===== config.mk =====
export PLATFORM = sky130hd
export DESIGN_NAME = pgpc_pin
export DESIGN_NICKNAME = d
export VERILOG_FILES = /design/src/rtl/pgpc_pkg.sv /design/src/rtl/pgpc_pin.sv /design/src/rtl/pgpc_debounce.sv
export SDC_FILE = /design/constraint.sdc
export NUM_CORES = 1
export LEC_CHECK = 0
export BUFFER_PORTS_ARGS = -buffer_cell sky130_fd_sc_hd__buf_2
export CAP_MARGIN = 20
export CELL_PAD_IN_SITES_DETAIL_PLACEMENT = 1
export CELL_PAD_IN_SITES_GLOBAL_PLACEMENT = 1
export CORE_MARGIN = 3
export CORE_UTILIZATION = 30
export CTS_CLUSTER_DIAMETER = 30
export DETAILED_ROUTE_END_ITERATION = 10
export PLACE_DENSITY = 0.6
export SLEW_MARGIN = 25
export SYNTH_ARGS = -nofsm -noshare
export SYNTH_HDL_FRONTEND = slang
export SYNTH_SLANG_ARGS = --single-unit
export TNS_END_PERCENT = 100

===== constraint.sdc =====
create_clock -name sys_clk_i -period 8 [get_ports sys_clk_i]
set_input_delay 1.6 -clock sys_clk_i [delete_from_list [all_inputs] [get_ports sys_clk_i]]
set_output_delay 1.6 -clock sys_clk_i [all_outputs]
set_load 0.01 [all_outputs]

===== src/rtl/pgpc_pkg.sv =====
package pgpc_pkg;
    // ------------------------------------------------------------
    // register map
    // ------------------------------------------------------------
    localparam logic [15:0] PGPC_CFG_OFFSET = 16'h403c;
    localparam logic [15:0] PGPC_STAT_OFFSET = 16'h4040;
    localparam logic [15:0] PGPC_MASK_OFFSET = 16'h4041;
    localparam logic [15:0] PGPC_DOUT_OFFSET = 16'h4042;
    localparam logic [15:0] PGPC_CFG_RESET = 16'ha400;
    localparam logic [15:0] PGPC_CFG_WMASK = 16'hfe8f;
    // ------------------------------------------------------------
    // field positions
    // ------------------------------------------------------------
    localparam int PGPC_DIR_BIT = 15;
    localparam int PGPC_PULL_HI = 14;
    localparam int PGPC_PULL_LO = 13;
    localparam int PGPC_EDGE_BIT = 12;
    localparam int PGPC_DOM_BIT = 11;
    localparam int PGPC_POL_BIT = 10;
    localparam int PGPC_OD_BIT = 9;
    localparam int PGPC_ENA_BIT = 7;
    localparam int PGPC_FN_HI = 3;
    // status bits
    localparam int PGPC_ST_EDGE = 0;
    localparam int PGPC_ST_REQ = 1;
    // ------------------------------------------------------------
    // debounce timing
    // ------------------------------------------------------------
    localparam int PGPC_CLK_MHZ = 250;
    localparam int PGPC_SHORT_DB_NS = 40;
    localparam int PGPC_SHORT_DB_CYC = (PGPC_SHORT_DB_NS * PGPC_CLK_MHZ + 999) / 1000;
    localparam int PGPC_LONG_DB_US = 1000;
    localparam int PGPC_LONG_DB_CYC = PGPC_LONG_DB_US * PGPC_CLK_MHZ;
    // ------------------------------------------------------------
    // pull codes and functions
    // ------------------------------------------------------------
    localparam logic [1:0] PGPC_PULL_NONE = 2'h0;
    localparam logic [1:0] PGPC_PULL_DOWN = 2'h1;
    localparam logic [1:0] PGPC_PULL_UP = 2'h2;
    typedef enum logic [3:0] {
        PGPC_IN_GPIO_LONG, PGPC_IN_GPIO, PGPC_IN_ONOFF, PGPC_IN_SLEEPWAKE,
        PGPC_IN_SLEEPWAKE_LONG, PGPC_IN_SLEEP, PGPC_IN_PWRON, PGPC_IN_WDOG,
        PGPC_IN_VSCALE1, PGPC_IN_VSCALE2, PGPC_IN_HWEN1, PGPC_IN_HWEN2,
        PGPC_IN_HWCTL1, PGPC_IN_HWCTL2, PGPC_IN_HWCTL1_LONG, PGPC_IN_HWCTL2_LONG
    } pgpc_in_fn_t;
endpackage : pgpc_pkg


===== src/rtl/pgpc_pin.sv =====
`timescale 1ns/1ps
`default_nettype none
module pgpc_pin #(
    parameter int LONG_CYC = pgpc_pkg::PGPC_LONG_DB_CYC
) (
    // clock and reset
    input wire logic sys_clk_i,
    input wire logic resetn_i,
    input wire logic clk_en_i,
    // register port
    input wire logic [15:0] addr_i,
    input wire logic [15:0] wdata_i,
    input wire logic wr_i,
    input wire logic rd_i,
    output logic [15:0] rdata_o,
    // pin
    input wire logic pin_i,
    output logic pin_o,
    output logic pin_oe_o,
    output logic pull_up_o,
    output logic pull_down_o,
    output logic supply_domain_select_o,
    // internal sources for output functions
    input wire logic clk_32k_i,
    input wire logic on_state_i,
    input wire logic sleep_state_i,
    input wire logic state_change_i,
    input wire logic vscale1_done_i,
    input wire logic vscale2_done_i,
    input wire logic ext_pwr_en1_i,
    input wire logic ext_pwr_en2_i,
    input wire logic system_supply_good_i,
    input wire logic converter_power_good_i,
    input wire logic clk_2m_i,
    input wire logic aux_reset_i,
    // input function requests
    output logic gpio_level_o,
    output logic onoff_req_o,
    output logic sleepwake_req_o,
    output logic sleep_req_o,
    output logic pwron_req_o,
    output logic wdog_reset_o,
    output logic voltage_scale_select_one_o,
    output logic voltage_scale_select_two_o,
    output logic hw_enable1_o,
    output logic hw_enable2_o,
    output logic hw_control1_o,
    output logic hw_control2_o,
    // interrupt
    output logic irq_o
);
    logic [15:0] cfg_reg;
    logic [1:0] stat_reg;
    logic [1:0] mask_reg;
    logic dout_reg;
    logic filt;
    logic filt_d_reg;
    logic logical_in;
    logic logical_d;
    logic is_input;
    logic [3:0] fn;
    logic long_db;
    logic rise;
    logic fall;
    logic edge_ev;
    logic req_ev;
    logic src_level;
    logic drive_val;
    logic [15:0] rd_mux;

    // ------------------------------------------------------------
    // field decode
    // ------------------------------------------------------------
    function automatic logic addr_hit(input logic [15:0] a, input logic [15:0] off);
        addr_hit = (a == off);
    endfunction : addr_hit

    function automatic logic pol_apply(input logic pol, input logic lvl);
        pol_apply = pol ? lvl : ~lvl;
    endfunction : pol_apply

    assign is_input = cfg_reg[pgpc_pkg::PGPC_DIR_BIT];
    assign fn = cfg_reg[pgpc_pkg::PGPC_FN_HI:0];
    assign long_db = (fn == pgpc_pkg::PGPC_IN_GPIO_LONG)
        || (fn == pgpc_pkg::PGPC_IN_SLEEPWAKE_LONG)
        || (fn == pgpc_pkg::PGPC_IN_HWCTL1_LONG)
        || (fn == pgpc_pkg::PGPC_IN_HWCTL2_LONG);

    // ------------------------------------------------------------
    // input path
    // ------------------------------------------------------------
    pgpc_debounce #(
        .LONG_CYC(LONG_CYC)
    ) u_db (
        .sys_clk_i(sys_clk_i),
        .resetn_i(resetn_i),
        .clk_en_i(clk_en_i),
        .long_i(long_db),
        .raw_i(pin_i),
        .level_o(filt)
    );

    // polarity gives the logical level
    assign logical_in = pol_apply(cfg_reg[pgpc_pkg::PGPC_POL_BIT], filt);
    assign logical_d = pol_apply(cfg_reg[pgpc_pkg::PGPC_POL_BIT], filt_d_reg);
    assign rise = filt & ~filt_d_reg;
    assign fall = ~filt & filt_d_reg;
    assign edge_ev = is_input && cfg_reg[pgpc_pkg::PGPC_ENA_BIT]
        && (cfg_reg[pgpc_pkg::PGPC_EDGE_BIT] ? (rise | fall)
            : (cfg_reg[pgpc_pkg::PGPC_POL_BIT] ? rise : fall));
    assign req_ev = is_input && cfg_reg[pgpc_pkg::PGPC_ENA_BIT] && logical_in && !logical_d
        && (fn >= pgpc_pkg::PGPC_IN_ONOFF) && (fn <= pgpc_pkg::PGPC_IN_PWRON);

    always_ff @(posedge sys_clk_i or negedge resetn_i) begin
        if (!resetn_i) begin
            filt_d_reg <= 1'b0;
        end else if (clk_en_i) begin
            filt_d_reg <= filt;
        end
    end

    // ------------------------------------------------------------
    // input function routing
    // ------------------------------------------------------------
    always_ff @(posedge sys_clk_i or negedge resetn_i) begin
        if (!resetn_i) begin
            gpio_level_o <= 1'b0;
            onoff_req_o <= 1'b0;
            sleepwake_req_o <= 1'b0;
            sleep_req_o <= 1'b0;
            pwron_req_o <= 1'b0;
            wdog_reset_o <= 1'b0;
            voltage_scale_select_one_o <= 1'b0;
            voltage_scale_select_two_o <= 1'b0;
            hw_enable1_o <= 1'b0;
            hw_enable2_o <= 1'b0;
            hw_control1_o <= 1'b0;
            hw_control2_o <= 1'b0;
        end else if (clk_en_i) begin
            gpio_level_o <= logical_in;
            onoff_req_o <= 1'b0;
            sleepwake_req_o <= 1'b0;
            sleep_req_o <= 1'b0;
            pwron_req_o <= 1'b0;
            wdog_reset_o <= 1'b0;
            voltage_scale_select_one_o <= 1'b0;
            voltage_scale_select_two_o <= 1'b0;
            hw_enable1_o <= 1'b0;
            hw_enable2_o <= 1'b0;
            hw_control1_o <= 1'b0;
            hw_control2_o <= 1'b0;
            if (is_input && cfg_reg[pgpc_pkg::PGPC_ENA_BIT]) begin
                case (fn)
                    pgpc_pkg::PGPC_IN_ONOFF: onoff_req_o <= logical_in;
                    pgpc_pkg::PGPC_IN_SLEEPWAKE,
                    pgpc_pkg::PGPC_IN_SLEEPWAKE_LONG: sleepwake_req_o <= logical_in;
                    pgpc_pkg::PGPC_IN_SLEEP: sleep_req_o <= logical_in;
                    pgpc_pkg::PGPC_IN_PWRON: pwron_req_o <= logical_in;
                    pgpc_pkg::PGPC_IN_WDOG: wdog_reset_o <= logical_in;
                    pgpc_pkg::PGPC_IN_VSCALE1: voltage_scale_select_one_o <= logical_in;
                    pgpc_pkg::PGPC_IN_VSCALE2: voltage_scale_select_two_o <= logical_in;
                    pgpc_pkg::PGPC_IN_HWEN1: hw_enable1_o <= logical_in;
                    pgpc_pkg::PGPC_IN_HWEN2: hw_enable2_o <= logical_in;
                    pgpc_pkg::PGPC_IN_HWCTL1,
                    pgpc_pkg::PGPC_IN_HWCTL1_LONG: hw_control1_o <= logical_in;
                    pgpc_pkg::PGPC_IN_HWCTL2,
                    pgpc_pkg::PGPC_IN_HWCTL2_LONG: hw_control2_o <= logical_in;
                    default: ;
                endcase
            end
        end
    end

    // ------------------------------------------------------------
    // output function select
    // ------------------------------------------------------------
    always_comb begin
        case (fn)
            4'h0: src_level = dout_reg;
            4'h1: src_level = clk_32k_i;
            4'h2: src_level = on_state_i;
            4'h3: src_level = sleep_state_i;
            4'h4: src_level = state_change_i;
            4'h8: src_level = vscale1_done_i;
            4'h9: src_level = vscale2_done_i;
            4'ha: src_level = ext_pwr_en1_i;
            4'hb: src_level = ext_pwr_en2_i;
            4'hc: src_level = system_supply_good_i;
            4'hd: src_level = converter_power_good_i;
            4'he: src_level = clk_2m_i;
            4'hf: src_level = aux_reset_i;
            default: src_level = 1'b0;
        endcase
        drive_val = pol_apply(cfg_reg[pgpc_pkg::PGPC_POL_BIT], src_level);
    end

    // ------------------------------------------------------------
    // pin drive
    // ------------------------------------------------------------
    always_ff @(posedge sys_clk_i or negedge resetn_i) begin
        if (!resetn_i) begin
            pin_o <= 1'b0;
            pin_oe_o <= 1'b0;
            pull_up_o <= 1'b0;
            pull_down_o <= 1'b0;
            supply_domain_select_o <= 1'b0;
        end else if (clk_en_i) begin
            supply_domain_select_o <= cfg_reg[pgpc_pkg::PGPC_DOM_BIT];
            pull_up_o <= cfg_reg[pgpc_pkg::PGPC_ENA_BIT]
                && (cfg_reg[pgpc_pkg::PGPC_PULL_HI:pgpc_pkg::PGPC_PULL_LO] == pgpc_pkg::PGPC_PULL_UP);
            pull_down_o <= cfg_reg[pgpc_pkg::PGPC_ENA_BIT]
                && (cfg_reg[pgpc_pkg::PGPC_PULL_HI:pgpc_pkg::PGPC_PULL_LO] == pgpc_pkg::PGPC_PULL_DOWN);
            if (!cfg_reg[pgpc_pkg::PGPC_ENA_BIT] || is_input) begin
                pin_o <= 1'b0;
                pin_oe_o <= 1'b0;
            end else if (cfg_reg[pgpc_pkg::PGPC_OD_BIT]) begin
                pin_o <= 1'b0;
                pin_oe_o <= ~drive_val;
            end else begin
                pin_o <= drive_val;
                pin_oe_o <= 1'b1;
            end
        end
    end

    // ------------------------------------------------------------
    // register writes
    // ------------------------------------------------------------
    always_ff @(posedge sys_clk_i or negedge resetn_i) begin
        if (!resetn_i) begin
            cfg_reg <= pgpc_pkg::PGPC_CFG_RESET;
            mask_reg <= 2'h0;
            dout_reg <= 1'b0;
        end else if (clk_en_i && wr_i) begin
            if (addr_hit(addr_i, pgpc_pkg::PGPC_CFG_OFFSET)) begin
                cfg_reg <= wdata_i & pgpc_pkg::PGPC_CFG_WMASK;
            end
            if (addr_hit(addr_i, pgpc_pkg::PGPC_MASK_OFFSET)) begin
                mask_reg <= wdata_i[1:0];
            end
            if (addr_hit(addr_i, pgpc_pkg::PGPC_DOUT_OFFSET)) begin
                dout_reg <= wdata_i[0];
            end
        end
    end

    // sticky status, set beats clear
    always_ff @(posedge sys_clk_i or negedge resetn_i) begin
        if (!resetn_i) begin
            stat_reg <= 2'h0;
        end else if (clk_en_i) begin
            if (wr_i && addr_hit(addr_i, pgpc_pkg::PGPC_STAT_OFFSET)) begin
                stat_reg[pgpc_pkg::PGPC_ST_EDGE] <= edge_ev
                    | (stat_reg[pgpc_pkg::PGPC_ST_EDGE] & ~wdata_i[pgpc_pkg::PGPC_ST_EDGE]);
                stat_reg[pgpc_pkg::PGPC_ST_REQ] <= req_ev
                    | (stat_reg[pgpc_pkg::PGPC_ST_REQ] & ~wdata_i[pgpc_pkg::PGPC_ST_REQ]);
            end else begin
                stat_reg <= stat_reg | {req_ev, edge_ev};
            end
        end
    end

    always_ff @(posedge sys_clk_i or negedge resetn_i) begin
        if (!resetn_i) begin
            irq_o <= 1'b0;
        end else if (clk_en_i) begin
            irq_o <= |(stat_reg & mask_reg);
        end
    end

    // ------------------------------------------------------------
    // register reads
    // ------------------------------------------------------------
    always_comb begin
        rd_mux = 16'h0;
        if (addr_hit(addr_i, pgpc_pkg::PGPC_CFG_OFFSET)) begin
            rd_mux = cfg_reg;
        end else if (addr_hit(addr_i, pgpc_pkg::PGPC_STAT_OFFSET)) begin
            rd_mux = {14'h0, stat_reg};
        end else if (addr_hit(addr_i, pgpc_pkg::PGPC_MASK_OFFSET)) begin
            rd_mux = {14'h0, mask_reg};
        end else if (addr_hit(addr_i, pgpc_pkg::PGPC_DOUT_OFFSET)) begin
            rd_mux = {14'h0, gpio_level_o, dout_reg};
        end
    end

    always_ff @(posedge sys_clk_i or negedge resetn_i) begin
        if (!resetn_i) begin
            rdata_o <= 16'h0;
        end else if (clk_en_i) begin
            rdata_o <= rd_i ? rd_mux : 16'h0;
        end
    end
endmodule : pgpc_pin
`default_nettype wire


===== src/rtl/pgpc_debounce.sv =====
`timescale 1ns/1ps
`default_nettype none
module pgpc_debounce #(
    parameter int LONG_CYC = pgpc_pkg::PGPC_LONG_DB_CYC
) (
    // clock and reset
    input wire logic sys_clk_i,
    input wire logic resetn_i,
    input wire logic clk_en_i,
    // control
    input wire logic long_i,
    input wire logic raw_i,
    // filtered level
    output logic level_o
);
    logic [31:0] cnt_reg;
    logic [31:0] limit;

    assign limit = long_i ? 32'(LONG_CYC) : 32'(pgpc_pkg::PGPC_SHORT_DB_CYC);

    // ------------------------------------------------------------
    // stable-count filter
    // ------------------------------------------------------------
    always_ff @(posedge sys_clk_i or negedge resetn_i) begin
        if (!resetn_i) begin
            cnt_reg <= 32'h0;
            level_o <= 1'b0;
        end else if (clk_en_i) begin
            if (raw_i == level_o) begin
                cnt_reg <= 32'h0;
            end else if (cnt_reg + 32'h1 >= limit) begin
                cnt_reg <= 32'h0;
                level_o <= raw_i;
            end else begin
                cnt_reg <= cnt_reg + 32'h1;
            end
        end
    end
endmodule : pgpc_debounce
`default_nettype wire


---- Yosys cells after proc, flatten, opt, wreduce, memory -nomap -nowiden ----
Index checks and enable logic that the tools add are counted.
storage, ports and cells
  flip-flop bits (word level) ............. 85
  input port bits ......................... 50
  output and inout port bits .............. 34
  logic and storage cells ................. 134
cells by class
  $add $sub $neg .......................... 1
  magnitude comparators ................... 3
  eq/ne operators ......................... 22
  multiplexer cells ....................... 41
  bitwise operators ....................... 16
  reductions and logical operators ........ 25
operator list
  kind                                                            number
  == test 16 x 15 -> 1 bit, second input constant                 4
  two-way mux 32 bit                                              2
  adder 32 x 1 -> 32 bit, second input constant                   1
  == test 4 bit, second input constant                            8
  >= comparator 32 bit                                            1
  two-way mux 16 bit                                              2
  two-way mux 1 bit                                               31
  two-way mux 18 bit                                              1
  == test 4 x 3 -> 1 bit, second input constant                   4
  one-hot mux 1 bit (13 select lines)                             1
  logical AND 1 bit                                               10
  == test 4 x 2 -> 1 bit, second input constant                   2
  two-way mux 2 bit                                               4
  OR reduction 2 bit                                              4
  inverter 1 bit                                                  7
  AND reduction 2 bit                                             3
  AND 1 bit                                                       4
  == test 4 x 1 -> 1 bit, second input constant                   1
  >= comparator 4 x 2 -> 1 bit, second input constant             1
  less-or-equal comparator 4 x 3 -> 1 bit, second input constant  1
  logical NOT 4 bit                                               1
  logical OR 1 bit                                                4
  bitwise OR 1 bit                                                3
  AND reduction 3 bit                                             1
  6 further kinds                                                 7

---- Depth between registers and ports, before layout ----
  depth in word-level cells ............... 8
  gate-level depth with buffers ........... 14
  mapped depth without buffers ............ 11

---- Hierarchy ----
A second synthesis with hierarchy kept.
unflattened totals
  cell total of the unflattened synthesis .. 456
  area, all modules ....................... 4745.8 um^2
modules (own cells, without submodules)
  module         times used  cells each  area each (um^2)  sequential area each (um^2)
  pgpc_debounce  1           256         2443.6            825.8
  pgpc_pin       1           200         2302.2            1204.9

---- Worst setup path before layout ----
No wires, ideal clock.
  kind .................................... input to register
  from .................................... input addr_i[11]
  to ...................................... register cfg_reg[11]
  setup time .............................. 0.125 ns
  data arrival time ....................... 3.308 ns
  required time ........................... 7.875 ns
  setup slack ............................. 4.567 ns
  stages .................................. 6
  path buffers ............................ 1
  cells stage by stage .................... nor4_1 -> nand4b_1 -> or3_1 -> nor2_1 -> clkbuf_1 -> mux2_2
on the way
  cells in the longest elaborated chain, start to end .. 2
ends and longest elaborated chain
  element                        RTL line         RTL
  start: declaration             pgpc_pin.sv:11   input wire logic [15:0] addr_i,
  == test 16 x 15 -> 1 bit       pgpc_pin.sv:75   addr_hit = (a == off);
  AND reduction 2 bit (no line)  n/a
  end signal: assignment         pgpc_pin.sv:231  cfg_reg <= pgpc_pkg::PGPC_CFG_RESET;
  end signal: assignment         pgpc_pin.sv:236  cfg_reg <= wdata_i & pgpc_pkg::PGPC_CFG_WMASK;
  end: declaration               pgpc_pin.sv:52   logic [15:0] cfg_reg;
Every way passes these cells.
A chain may end at the register's enable or synchronous reset.

---- Worst setup path after layout ----
  from .................................... register u_db.cnt_reg[0]
  to ...................................... register u_db.cnt_reg[17]
on the way
  cells in the longest elaborated chain, start to end .. 4
ends and longest elaborated chain
  element                   RTL line                                  RTL
  start: declaration        pgpc_debounce.sv:16                       logic [31:0] cnt_reg;
  start signal: assignment  pgpc_debounce.sv:35                       cnt_reg <= cnt_reg + 32'h1;
  adder 32 x 1 -> 32 bit *  pgpc_debounce.sv:31, pgpc_debounce.sv:35
  >= comparator 32 bit      pgpc_debounce.sv:31                       end else if (cnt_reg + 32'h1 >= limit) begin
  two-way mux 32 bit *      pgpc_debounce.sv:31
  two-way mux 32 bit *      pgpc_debounce.sv:29                       if (raw_i == level_o) begin
Every way passes the cells marked *; elsewhere a longest branch is shown, timed or not.

==> results.json <==
{
  "numClockSinks": 81,
  "first_global_vias": 4043,
  "numCtsBuffers": 9,
  "start_kind": "register",
  "clk_latency_ns": 0.34,
  "syn_inst": 471,
  "numPortBuffers": 75,
  "num_io_pins": 84,
  "core_um2": 14700,
  "intPower_uw": 833,
  "seq_area_frac_synth_pct": 44.5,
  "clkPwrFrac_pct": 36.4,
  "fmax_mhz": 248,
  "via_per_inst": 5.36,
  "post-synth-top-area-fraction_pct": 42.8,
  "path_cells": "ha_1, and4_1, and4_1, nand4_1, xnor2_1, ha_1, a221oi_1, nand4_1, nor3_4, nand3_1, o31ai_1",
  "rsz0062_at_grt": "no",
  "clock_skew_ns": 0.00893,
  "grt_max_degree": 82,
  "grt_pass1_wl_mm": 20.5,
  "yosysMostFrequentCell": "dfrtp_1",
  "drc": 0,
  "hold_start": "pin_oe_o",
  "tns_ns": 0,
  "crit_path_max_incr_delay_ns": 0.69,
  "num_rows": 44,
  "wl_per_cell_um": 17.3,
  "cellPowerDensity_nw_per_um2": 237,
  "comb_power_share_pct": 25.7,
  "root_buffer": "clkbuf_16",
  "fin_cells": 719,
  "area_delta_synth_final_pct": 17.7,
  "ant_nets": 0,
  "hold_path_class": "reg2reg",
  "finalSetupViolations": 0,
  "max-vdd-ir-drop_uv": 162,
  "path_max_fanout": 17,
  "synth.top_cells.by_area": "dfrtp_1 43%, mux2_2 3.5%, o21ai_0 3.2%",
  "gp_congestion": 0.780,
  "end_kind": "register",
  "cts_tree": "yes",
  "slowest_stage": "nor3_4",
  "fp.dieW_um": 129,
  "synth_area_leader_cell": "dfrtp_1",
  "syn_area_um2": 4560,
  "postCtsSetupRepairBufs": 0,
  "p_sw_uw": 438,
  "synth_ff_type": "dfrtp_1",
  "slew_violations": 0,
  "grt_overflow_total": 0,
  "start_util_pct": 31.0,
  "yosysWarnings": 0,
  "status": "finished clean",
  "min_path_cells": 2,
  "synth_commonest_cells": "78 x dfrtp_1, 35 x nand2_1, 29 x o21ai_0",
  "switching_share_pct": 34.5,
  "maxCapViolations": 0,
  "largest_reg_flops": 32,
  "rr_startpoint": "u_db.cnt_reg[0]",
  "clk_path_buf_depth": 2,
  "rrSetupSlack_ns": 3.97,
  "dr.pass1.iters": 4,
  "die_area_um2": 16700,
  "hold_buffers": 0,
  "p_leak_uw": 0.00240,
  "drive_above_1_share_pct": 22.8,
  "whs_endpoint": "pin_oe_o",
  "hold_viol": 0,
  "rr_endpoint": "u_db.cnt_reg[17]",
  "die_h_um": 129,
  "finalCritPeriodShare_pct": 50.3,
  "num_vias": 3857,
  "seqPwrFrac_pct": 37.9,
  "worst_slew_pin_slew_ns": 0.929,
  "antenna_cells": 0,
  "synth-edff-count": 0,
  "cp.arrival_ns": 4.26,
  "hpwl_mm": 8.55,
  "drt_first_iter_violations": 188,
  "design_power_total_uw": 1270,
  "period_minus_slack_ns": 4.03,
  "async_flop_share_pct": 100,
  "ys_ff_latch": 81,
  "path_class": "reg2reg",
  "cts_resized": 0,
  "placed_cells": 703,
  "syn_avg_cell_area_um2": 9.69,
  "grt_antenna_before_repair": 0,
  "finish.utilization_pct": 36.6,
  "grt_use_total_pct": 15.3,
  "required_ns": 8.24,
  "fill_cells": 1671,
  "slew_headroom_pct": 37.8,
  "nets": 588,
  "routed_wl_mm": 12.5,
  "clk_pin_slew_ns": 0.06,
  "ff2ff_path_depth": 11,
  "ctsHtreeMaxLevel": 3,
  "synthDistinctLibCells": 62
}
layer usage:
metal  global-route usage [%]  share of wire, %  vias to the layer above
li1                         -                 -                     1834
met1                     20.3                47                     1950
met2                     25.2                49                       58
met3                     2.76               2.9                       15
met4                     5.19               1.4                        0
met5                        0                 0                        -
logic make-up (layout without fill, tap and decap cells):
group	after synthesis	after routing	share of synthesized area [%]
simple gates	171	171	20.3
compound gates	113	113	17.9
flops	81	81	44.5
buf+inv	58	119	5.70
mux	21	21	5.84
xor+xnor	18	18	3.45
fa+ha+maj	8	8	2.19
other cells	1	4	0.0822
area by class of cell:
type | count | area, µm² | share of cell area (%)
sequential | 81 | 2030 | 37.8
timing repair buffer | 79 | 412 | 7.66
inverter | 24 | 90.1 | 1.68
multi-input combinational | 335 | 2280 | 42.5
tap | 184 | 230 | 4.29
clock inverter | 6 | 87.6 | 1.63
clock buffer | 10 | 239 | 4.45
power groups by stage:
stage | clock [µW] | sequential (µW) | combinational [µW]
floorplan | 0 | 468 | 258
global placement | 0 | 487 | 322
detailed placement | 0 | 489 | 335
CTS | 473 | 482 | 337
global route | 489 | 489 | 370
finish | 462 | 482 | 327
critical path: cells and delay by family (launching register included):
family,cells,cell delay (ns)
flip-flops,1,0.43
AO/OA/AOI/OAI,2,0.57
adder cells (fa/ha/maj),2,0.48
XOR/XNOR,1,0.18
AND/OR/NAND/NOR,6,2.24
worst max path at each step:
stage	start	end	slack, ns
floorplan	addr_i[11]	cfg_reg[11]	4.57
global placement	u_db.cnt_reg[0]	u_db.cnt_reg[17]	4.04
detailed placement	u_db.cnt_reg[0]	u_db.cnt_reg[17]	3.97
CTS	u_db.cnt_reg[0]	u_db.cnt_reg[17]	3.88
global route	u_db.cnt_reg[0]	u_db.cnt_reg[17]	3.53
finish	u_db.cnt_reg[0]	u_db.cnt_reg[17]	3.97
layout by cell type (no fill, tap or decap), types with 14 or more instances in the layout:
cell and count:
buf_2 74, dfrtp_1 78, inv_1 24, mux2_2 14
nand2_1 35, nand3_1 15, nand4_1 18, nor2_1 24
nor2b_1 18, nor3_1 19, o21ai_0 29
metrics by stage:
step	instance area (µm²)	hold WS, ns	worst slack (ns)
global placement	5040	0.464	4.04
finish	5370	0.481	3.97
floorplan	4570	0.455	4.57
detailed placement	5050	0.471	3.97
CTS	5370	0.488	3.88
global route	5370	0.513	3.53
Power figures use the tool's default switching activity.
